<file path="src/txl_pkg.sv">
package txl_pkg;

	localparam int TXL_REG_ADDR_W = 12;
	localparam int TXL_REG_DATA_W = 8;

	localparam logic [TXL_REG_ADDR_W-1:0] TXL_ADDR_SELECT = 12'h41B;
	localparam logic [TXL_REG_ADDR_W-1:0] TXL_ADDR_ENTRY  = 12'h41C;

	localparam logic [TXL_REG_DATA_W-1:0] TXL_SELECT_RESET = 8'h00;
	localparam logic [TXL_REG_DATA_W-1:0] TXL_READ_IDLE    = 8'h00;

	// select register fields
	localparam int TXL_SEL_DIR_BIT = 7;

	localparam int TXL_ATM_ADDR_W = 5;
	localparam int TXL_CHAN_W     = 6;

	// entry register fields (direction one)
	localparam int TXL_ENT_ACTIVE_BIT = 7;

	// channel codes
	localparam logic [TXL_CHAN_W-1:0] TXL_CHAN_BYPASS_LAST = 6'h1F;
	localparam logic [TXL_CHAN_W-1:0] TXL_CHAN_GROUP_FIRST = 6'h20;
	localparam logic [TXL_CHAN_W-1:0] TXL_CHAN_LAST        = 6'h2F;
	localparam logic [TXL_CHAN_W-1:0] TXL_CHAN_UNASSIGNED  = 6'h30;

	// forward table: one channel code per ATM address
	localparam int TXL_FWD_DEPTH = 32;
	localparam int TXL_FWD_W     = TXL_CHAN_W;
	localparam int TXL_FWD_AW    = TXL_ATM_ADDR_W;

	// reverse table: active flag above the ATM address, one per channel code 0x00-0x2F
	localparam int TXL_REV_DEPTH      = 48;
	localparam int TXL_REV_W          = TXL_ATM_ADDR_W + 1;
	localparam int TXL_REV_AW         = TXL_CHAN_W;
	localparam int TXL_REV_ACTIVE_BIT = TXL_ATM_ADDR_W;

	localparam logic [TXL_REV_W-1:0] TXL_REV_RESET = 6'h00;

	typedef enum logic {
		TXL_DIR_ATM_TO_CHAN = 1'b0,
		TXL_DIR_CHAN_TO_ATM = 1'b1
	} txl_dir_type;

endpackage

</file>
<file path="src/txl_mem_if.sv">
`timescale 1ns/1ps
`default_nettype none

interface txl_mem_if #(
	parameter int AW = 6,
	parameter int DW = 6
);
	logic          wr_en;
	logic [AW-1:0] wr_addr;
	logic [DW-1:0] wr_data;
	logic [AW-1:0] rd_addr;
	logic [DW-1:0] rd_data;
	logic [AW-1:0] lk_addr;
	logic [DW-1:0] lk_data;

	modport ctrl (
		output wr_en,
		output wr_addr,
		output wr_data,
		output rd_addr,
		output lk_addr,
		input  rd_data,
		input  lk_data
	);

	modport mem (
		input  wr_en,
		input  wr_addr,
		input  wr_data,
		input  rd_addr,
		input  lk_addr,
		output rd_data,
		output lk_data
	);
endinterface

`default_nettype wire

</file>
<file path="src/txl_mem.sv">
`timescale 1ns/1ps
`default_nettype none

module txl_mem #(
	parameter int            AW         = 6,
	parameter int            DW         = 6,
	parameter int            DEPTH      = 48,
	parameter logic [DW-1:0] RESET_WORD = '0
) (
	input wire logic ref_clk,     // register clock
	input wire logic rst_n,       // synchronous reset, active low
	txl_mem_if.mem   port         // write, software read and lookup read
);

	logic [DW-1:0] words      [DEPTH];
	logic [DW-1:0] next_words [DEPTH];
	logic [DW-1:0] next_rd_data;
	logic [DW-1:0] next_lk_data;

	// per-entry reset keeps every mapping defined without a clearing sequence
	for (genvar i = 0; i < DEPTH; i++) begin : g_word
		always_comb begin
			next_words[i] = words[i];
			if (!rst_n) begin
				next_words[i] = RESET_WORD;
			end else if (port.wr_en && (int'(port.wr_addr) == i)) begin
				next_words[i] = port.wr_data;
			end
		end

		always_ff @(posedge ref_clk) begin
			words[i] <= next_words[i];
		end
	end

	// addresses past the table read as zero rather than aliasing
	always_comb begin
		next_rd_data = '0;
		next_lk_data = '0;
		if (rst_n && (int'(port.rd_addr) < DEPTH)) begin
			next_rd_data = words[port.rd_addr];
		end
		if (rst_n && (int'(port.lk_addr) < DEPTH)) begin
			next_lk_data = words[port.lk_addr];
		end
	end

	always_ff @(posedge ref_clk) begin
		port.rd_data <= next_rd_data;
		port.lk_data <= next_lk_data;
	end

endmodule

`default_nettype wire

</file>
<file path="src/txl_xlate.sv">
// Summary of operation
// - select register picks entry; data register accesses it
// - select bit 7 chooses translation direction
// - direction zero: select bits 4-0 are ATM address
// - direction one: select bits 5-0 are channel
// - channel codes 0x00-0x1F are bypass ports
// - channel codes 0x20-0x2F are IMA groups
// - direction zero: data bits 5-0 hold channel
// - direction zero: 0x30 means address not assigned
// - direction one: data bit 7 is channel active
// - direction one: data bits 4-0 hold ATM address
`timescale 1ns/1ps
`default_nettype none

module txl_xlate
	import txl_pkg::*;
(
	input  wire logic                      ref_clk,            // register clock, 10 MHz
	input  wire logic                      rst_n,              // synchronous reset, active low
	input  wire logic [TXL_REG_ADDR_W-1:0] reg_addr,           // register address
	input  wire logic [TXL_REG_DATA_W-1:0] reg_wr_data,        // register write data
	input  wire logic                      reg_wr,             // write strobe
	input  wire logic                      reg_rd,             // read strobe
	output logic      [TXL_REG_DATA_W-1:0] reg_rd_data,        // read data, cycle after strobe
	input  wire logic [TXL_ATM_ADDR_W-1:0] cell_atm_addr,      // forward lookup key
	output logic      [TXL_CHAN_W-1:0]     cell_chan,          // channel for cell_atm_addr
	output logic                           cell_chan_assigned, // address belongs to this device
	output logic                           cell_chan_is_group, // channel is an IMA group
	input  wire logic [TXL_CHAN_W-1:0]     tx_chan,            // reverse lookup key
	output logic                           tx_chan_active,     // channel marked active
	output logic      [TXL_ATM_ADDR_W-1:0] tx_chan_atm_addr    // ATM address for tx_chan
);

	txl_mem_if #(.AW(TXL_FWD_AW), .DW(TXL_FWD_W)) fwd_if ();
	txl_mem_if #(.AW(TXL_REV_AW), .DW(TXL_REV_W)) rev_if ();

	txl_mem #(
		.AW         (TXL_FWD_AW),
		.DW         (TXL_FWD_W),
		.DEPTH      (TXL_FWD_DEPTH),
		.RESET_WORD (TXL_CHAN_UNASSIGNED)
	) u_fwd_table (
		.ref_clk (ref_clk),
		.rst_n   (rst_n),
		.port    (fwd_if.mem)
	);

	txl_mem #(
		.AW         (TXL_REV_AW),
		.DW         (TXL_REV_W),
		.DEPTH      (TXL_REV_DEPTH),
		.RESET_WORD (TXL_REV_RESET)
	) u_rev_table (
		.ref_clk (ref_clk),
		.rst_n   (rst_n),
		.port    (rev_if.mem)
	);

	// ---------------------------------------------------------------
	// select register and address decode
	// ---------------------------------------------------------------

	logic [TXL_REG_DATA_W-1:0] select;
	logic [TXL_REG_DATA_W-1:0] next_select;
	txl_dir_type               dir;
	logic [TXL_ATM_ADDR_W-1:0] sel_atm_addr;
	logic [TXL_CHAN_W-1:0]     sel_chan;
	logic                      sel_chan_valid;
	logic                      hit_select;
	logic                      hit_entry;
	logic                      wr_entry;

	assign hit_select = (reg_addr == TXL_ADDR_SELECT);
	assign hit_entry  = (reg_addr == TXL_ADDR_ENTRY);
	assign wr_entry   = reg_wr && hit_entry;

	// bit 6 is stored and read back but steers nothing
	always_comb begin
		next_select = select;
		if (!rst_n) begin
			next_select = TXL_SELECT_RESET;
		end else if (reg_wr && hit_select) begin
			next_select = reg_wr_data;
		end
	end

	always_ff @(posedge ref_clk) begin
		select <= next_select;
	end

	assign dir          = txl_dir_type'(select[TXL_SEL_DIR_BIT]);
	assign sel_atm_addr = select[TXL_ATM_ADDR_W-1:0];
	assign sel_chan     = select[TXL_CHAN_W-1:0];

	// codes above the last group have no entry; writes to them are dropped
	assign sel_chan_valid = (sel_chan <= TXL_CHAN_LAST);

	// ---------------------------------------------------------------
	// table writes: only the entry named by the select register changes
	// ---------------------------------------------------------------

	always_comb begin
		fwd_if.wr_en   = wr_entry && (dir == TXL_DIR_ATM_TO_CHAN);
		fwd_if.wr_addr = sel_atm_addr;
		fwd_if.wr_data = reg_wr_data[TXL_CHAN_W-1:0];

		rev_if.wr_en   = wr_entry && (dir == TXL_DIR_CHAN_TO_ATM)
		                 && sel_chan_valid;
		rev_if.wr_addr = sel_chan;
		rev_if.wr_data = {reg_wr_data[TXL_ENT_ACTIVE_BIT],
		                  reg_wr_data[TXL_ATM_ADDR_W-1:0]};
	end

	// ---------------------------------------------------------------
	// software read port of both tables
	// the tables are addressed from the select register at all times, so
	// the word is registered at the edge that ends the cycle of the strobe,
	// and a select write followed at once by an entry read returns the
	// newly selected entry
	// ---------------------------------------------------------------

	always_comb begin
		fwd_if.rd_addr = sel_atm_addr;
		rev_if.rd_addr = sel_chan;
	end

	logic        rd_select;
	logic        rd_entry;
	logic        next_rd_select;
	logic        next_rd_entry;
	txl_dir_type rd_dir;
	txl_dir_type next_rd_dir;

	logic [TXL_REG_DATA_W-1:0] rd_data;
	logic [TXL_REG_DATA_W-1:0] next_rd_data;

	always_comb begin
		next_rd_select = 1'b0;
		next_rd_entry  = 1'b0;
		next_rd_dir    = TXL_DIR_ATM_TO_CHAN;
		next_rd_data   = TXL_READ_IDLE;
		if (rst_n && reg_rd) begin
			next_rd_select = hit_select;
			next_rd_entry  = hit_entry;
			next_rd_dir    = dir;
			if (hit_select) begin
				next_rd_data = select;
			end
		end
	end

	always_ff @(posedge ref_clk) begin
		rd_select <= next_rd_select;
		rd_entry  <= next_rd_entry;
		rd_dir    <= next_rd_dir;
		rd_data   <= next_rd_data;
	end

	// entry data come straight from the table's output flops; unmapped
	// addresses and out-of-range channels read as zero
	always_comb begin
		reg_rd_data = TXL_READ_IDLE;
		if (rd_select) begin
			reg_rd_data = rd_data;
		end else if (rd_entry) begin
			if (rd_dir == TXL_DIR_ATM_TO_CHAN) begin
				reg_rd_data = {{(TXL_REG_DATA_W-TXL_CHAN_W){1'b0}},
				               fwd_if.rd_data};
			end else begin
				reg_rd_data = {rev_if.rd_data[TXL_REV_ACTIVE_BIT],
				               {(TXL_REG_DATA_W-TXL_REV_W){1'b0}},
				               rev_if.rd_data[TXL_ATM_ADDR_W-1:0]};
			end
		end
	end

	// ---------------------------------------------------------------
	// datapath lookups, one cycle of latency each
	// ---------------------------------------------------------------

	always_comb begin
		fwd_if.lk_addr = cell_atm_addr;
		rev_if.lk_addr = tx_chan;
	end

	assign cell_chan        = fwd_if.lk_data;
	assign tx_chan_active   = rev_if.lk_data[TXL_REV_ACTIVE_BIT];
	assign tx_chan_atm_addr = rev_if.lk_data[TXL_ATM_ADDR_W-1:0];

	// anything outside the channel ranges, 0x30 among them, is not ours
	assign cell_chan_assigned = (fwd_if.lk_data <= TXL_CHAN_LAST);
	assign cell_chan_is_group = (fwd_if.lk_data >= TXL_CHAN_GROUP_FIRST)
	                            && (fwd_if.lk_data <= TXL_CHAN_LAST);

endmodule

`default_nettype wire

</file>
<file path="config.mk">
export PLATFORM = sky130hd
export DESIGN_NAME = txl_xlate
export DESIGN_NICKNAME = d
export VERILOG_FILES = /design/src/txl_pkg.sv /design/src/txl_mem_if.sv /design/src/txl_mem.sv /design/src/txl_xlate.sv
export SDC_FILE = /design/constraint.sdc
export NUM_CORES = 1
export LEC_CHECK = 0
export BUFFER_PORTS_ARGS = -buffer_cell sky130_fd_sc_hd__buf_2
export CAP_MARGIN = 20
export CORE_MARGIN = 2
export CORE_UTILIZATION = 45
export CTS_CLUSTER_DIAMETER = 30
export DETAILED_ROUTE_END_ITERATION = 16
export GPL_TIMING_DRIVEN = 0
export PLACE_DENSITY_LB_ADDON = 0.05
export REMOVE_ABC_BUFFERS = 1
export SKIP_LAST_GASP = 1
export SLEW_MARGIN = 20
export SYNTH_ARGS = -nofsm -noshare
export SYNTH_HDL_FRONTEND = slang
export SYNTH_SLANG_ARGS = --single-unit
</file>
<file path="constraint.sdc">
create_clock -name ref_clk -period 2.8 [get_ports ref_clk]
set_input_delay 0.28 -clock ref_clk [delete_from_list [all_inputs] [get_ports ref_clk]]
set_output_delay 0.28 -clock ref_clk [all_outputs]
set_load 0.1 [all_outputs]
</file>
Yosys cells after proc, flatten, opt, wreduce, memory -nomap -nowiden:

Memories as Yosys holds them, arrays and structs flattened. A register that Yosys moved wholly into a read port is not among the register bits.
Cells that the tools add are included.

* $lt $le $gt $ge: 5
* eq/ne operators: 160
* muxes and demuxes: 163
* bitwise operators: 1
* reduce and logical (&&, ||, !) cells: 96

Operators by type and width (number)
* $mux 6: 160
* $eq 6x6->1 const B: 32
* $ne 2x2->1 const B: 80
* $logic_and 1x1->1: 89
* $eq 5x5->1 const B: 16
* $eq 6x5->1 const B: 8
* $eq 5x4->1 const B: 8
* $eq 12x11->1 const B: 2
* $eq 6x4->1 const B: 4
* $mux 8: 3
* $eq 5x3->1 const B: 4
* $eq 6x3->1 const B: 2
* $le 6x6->1 const B: 2
* $lt 6x6->1 const B: 2
* $eq 5x2->1 const B: 2
* $eq 6x2->1 const B: 1
* $ge 6x6->1 const B: 1
* $logic_not 6->1: 1
* $eq 5x1->1 const B: 1
* $logic_not 5->1: 1
* $logic_not 1->1: 4
* $reduce_and 2->1: 1
* $not 1->1: 1

* bits in registers: 19
* bits in writable memories: 480
* input port bits: 35
* output and inout bits: 22
* word-level logic and storage cells: 432
* memories kept: 2

Memory list
* u_rev_table.words: depth 48, bits a word 6, read ports 2, clocked after memory_dff 2, write ports 48, RTL line txl_mem.sv:15 `logic [DW-1:0] words [DEPTH];`
* u_fwd_table.words: depth 32, bits a word 6, read ports 2, clocked after memory_dff 2, write ports 32, RTL line txl_mem.sv:15

Longest topological paths before layout:

* word-level depth: 7
* depth in mapped cells: 8

Cells and area by module:

Synthesis repeated with hierarchy kept, for this count alone.

* cells, all modules: 1408
* area, all modules: 24669.9 µm²

By module, submodules not included
* txl_mem (u_rev_table): instances 1, cells each 828, area an instance 14322.5 µm²
* txl_mem (u_fwd_table): instances 1, cells each 483, area an instance 9489.1 µm²
* txl_xlate: instances 1, cells each 97, area an instance 858.3 µm²

Worst setup path before layout:

No wires, ideal clock.

* path kind: register to output
* start: reg rd_dir
* end: out reg_rd_data[4]
* data arrival time: 2.818 ns
* path slack: -0.298 ns
* cell stages (with the launch flop): 4
* path through: dfxtp_1 clkbuf_1 mux2i_1 o21ai_0

* cells in the longest elaborated chain, start to end: 3

RTL lines
* start: declaration: RTL line txl_xlate.sv:131 `txl_dir_type rd_dir;`
* start signal: assignment: RTL line txl_xlate.sv:155 `rd_dir <= next_rd_dir;`
* $mux 8: RTL line txl_xlate.sv:166 `if (rd_dir == TXL_DIR_ATM_TO_CHAN) begin`
* $mux 8: RTL line txl_xlate.sv:165 `end else if (rd_entry) begin`
* $mux 8: RTL line txl_xlate.sv:163 `if (rd_select) begin`
* end: declaration: RTL line txl_xlate.sv:24 `output logic [TXL_REG_DATA_W-1:0] reg_rd_data,`

Every way passes these cells.

==> metrics.md <==
| Metric | Value |
|---|---|
| Outcome | `finished with violations` |
| Failing checks | `negative setup slack` |
| Clk buf depth | `3` |
| Setup TNS Final | `-305 ps` |
| Multi-input gate area | `8560 um^2` |
| Synth top cells by count | `edfxtp_1, mux4_2, o21ai_0, clkbuf_1` |
| Fin. Hold Viols | `0` |
| Placed cells | `1907` |
| PwrDens | `834 nW/um^2` |
| Primary FF master, synth | `edfxtp_1` |
| Ys Warns | `0` |
| CTS tree | `built` |
| Antenna violations before repair | `3` |
| Layout Skew | `17.9 ps` |
| Sequential Area | `15300 um^2` |
| Die H | `235 um` |
| Lkg Pwr | `9.84 nW` |
| Fmax | `351 MHz` |
| Drt initial violations | `1226` |
| CP startpoint kind | `register` |
| Final setup violating endpoints | `14` |
| Synth-to-layout area growth | `23.7%` |
| Via density | `6.23` |
| CTS Sinks | `523` |
| Mapped cell area | `24000 um^2` |
| Synth Register Bits | `523` |
| Total track usage | `0.236` |
| Synth area leaders | `edfxtp_1, mux4_2, dfxtp_1, mux2i_1, o21ai_0` |
| IO buf count | `56` |
| Most frequent cell after synthesis | `edfxtp_1` |
| Largest net degree at the start of global routing | `82` |
| Tightest Pin Transition | `1060 ps` |
| Wire length per cell after detailed routing | `30.2 um` |
| Crit Path Category | `reg -> reg` |
| Clk Latency, worst-skew pair | `640 ps` |
| H-tree lvl count | `3` |
| EDFF count, synth | `480` |
| Ports | `57` |
| MaxCap Viol Count | `0` |
| Final wirelength | `64.6 mm` |
| # fillers | `4026` |
| Clk slew on worst S/H paths | `40 ps` |
| Number of CTS-inserted buffers | `113` |
| Grt ovf | `0` |
| Total core area | `52600 um^2` |
| Starting Density | `0.456` |
| Final net count | `1388` |
| Critical path endpoint category | `register` |
| Worst EP arrival | `3120 ps` |
| GPL Wtd Cong | `0.799` |
| Largest area contributor in the netlist | `edfxtp_1` |
| Max FO, Critical Path | `44` |
| Worst endpoint required time | `3070 ps` |
| Synthesized area per cell | `19.3 um^2` |
| RSZ-0062 raised after global routing | `yes` |
| Ys async rst share | `0` |
| Slew Viols, Final | `0` |
| Final ANT Viol Nets | `0` |
| CTS root buffer | `clkbuf_16` |
| Share of layout cells above drive strength 1 | `0.419` |
| Class of the worst hold path | `in -> reg` |
| DRC | `0` |
| Die area | `55100 um^2` |
| Number of library cell types mapped by synthesis | `39` |
| PnR worst setup slack | `-48.5 ps` |
| Final instance area | `29600 um^2` |
| Iteration count of the initial detailed-routing pass | `5` |
| Peak VDD IR | `0.587 mV` |
| Detail Placement HPWL | `41.3 mm` |
| Fin crit share | `1.02` |
| Max_slew headroom | `0.292` |
| Vias in the first global route | `13558` |
| Post-placement cell area | `25100 um^2` |
| Post-Synthesis Cells | `1243` |
| Min Tclk post-route | `2850 ps` |
| Yosys top cell area share | `0.602` |
| First-pass GRT wire length | `93.9 mm` |
| Die W | `235 um` |
| Via count | `13321` |
| Rows | `84` |
| Fin cells | `2137` |
| Worst slack at placement | `-835 ps` |
| Post-synthesis sequential area ratio | `0.637` |
==> final timing paths <==
check	cells after the start	slack (ps)	end	startpoint
min reg2reg	1	480	rd_data[6]	select[6]
min	3	10	select[4]	reg_wr_data[4]
max	4	-50	u_rev_table.words[19][0]	select[1]
max reg2reg	4	-50	u_rev_table.words[19][0]	select[1]
==> stage by stage <==
stage           util  total power (W)  hold slack [ps]
6_report       0.564           0.0247             10.5
5_1_grt        0.564           0.0255             22.1
4_1_cts        0.562           0.0249             12.0
3_5_place_dp   0.478           0.0114              466
3_3_place_gp   0.467           0.0113              444
2_1_floorplan      -           0.0106              408
==> where the power goes <==
group          internal (W)  switching (W)
Combinational      0.000781        0.00101
Clock               0.00927        0.00417
Sequential          0.00923       0.000255
Total                0.0193        0.00544
==> kinds of logic (layout without fill, tap and decap cells) <==
group,Yosys count,after routing,synth area share
compound gates,202,202,0.0556
buf+inv,101,304,0.0225
flops,523,523,0.637
simple gates,116,118,0.0268
mux,301,301,0.258
other cells,0,1,0
==> what timing repair did <==
| item | in CTS | in global routing |
|---|---|---|
| gates resized for setup | 117 | 29 |
| buffers inserted | 5 | 0 |
| endpoints found under the setup margin | 455 | 197 |
| gates cloned | 2 | 1 |
| endpoints found under the hold margin | 11 | 0 |
| hold buffers | 11 | 0 |
| pin swaps | 1 | 0 |
==> sequential cells by signal, indices dropped and copies added (netlist names) <==
| name | flops |
|---|---|
| u_rev_table.port.rd_data | 6 |
| rd_dir | 1 |
| select | 8 |
| rd_entry | 1 |
| rd_data | 8 |
| u_fwd_table.port.lk_data | 6 |
| rd_select | 1 |
| u_fwd_table.port.rd_data | 6 |
| u_fwd_table.words | 192 |
| u_rev_table.port.lk_data | 6 |
| u_rev_table.words | 288 |
==> critical path: stages (launching register included) <==
cell and delay [ps]:
dfxtp_4 460, buf_16 270, buf_16 310, nand3_1 580, o21ai_1 780
==> placed cells by master, fill, tap and decap left out, drive strengths merged, types with 2 or more instances in the layout <==
cell type | netlist | layout
a221oi | 17 | 17
and3 | 4 | 4
nor2b | 27 | 29
nand4 | 2 | 2
nor2 | 10 | 10
bufinv | 0 | 18
o31a | 6 | 6
buf | 56 | 82
nand2 | 22 | 22
dfxtp | 43 | 43
nand2b | 8 | 8
nor3 | 10 | 10
clkinvlp | 0 | 13
inv | 0 | 3
mux2 | 6 | 6
clkinv | 0 | 46
a22o | 29 | 29
o221ai | 6 | 6
edfxtp | 480 | 480
a211oi | 11 | 11
and2 | 20 | 20
mux2i | 43 | 43
a21oi | 18 | 18
o21ai | 86 | 86
nand3 | 6 | 6
a22oi | 26 | 26
clkbuf | 45 | 131
dlygate4sd3 | 0 | 11
mux4 | 252 | 252
==> final cells by class <==
class	count	share of cell area
clock inverters	80	0.0309
multi-input cells	621	0.289
clock buffers	130	0.101
well taps	688	0.0290
diodes	1	0.0000844
flip-flops and latches	523	0.516
repair buffers	94	0.0339
==> routing by layer <==
| layer | part of all wire | up-vias | global-route usage |
|---|---|---|---|
| met5 | 0 | - | 0 |
| met3 | 0.064 | 92 | 0.0417 |
| met1 | 0.45 | 7086 | 0.352 |
| met4 | 0.023 | 0 | 0.0779 |
| met2 | 0.47 | 486 | 0.355 |
| li1 | - | 5657 | - |
Power figures use the tool's default switching activity.
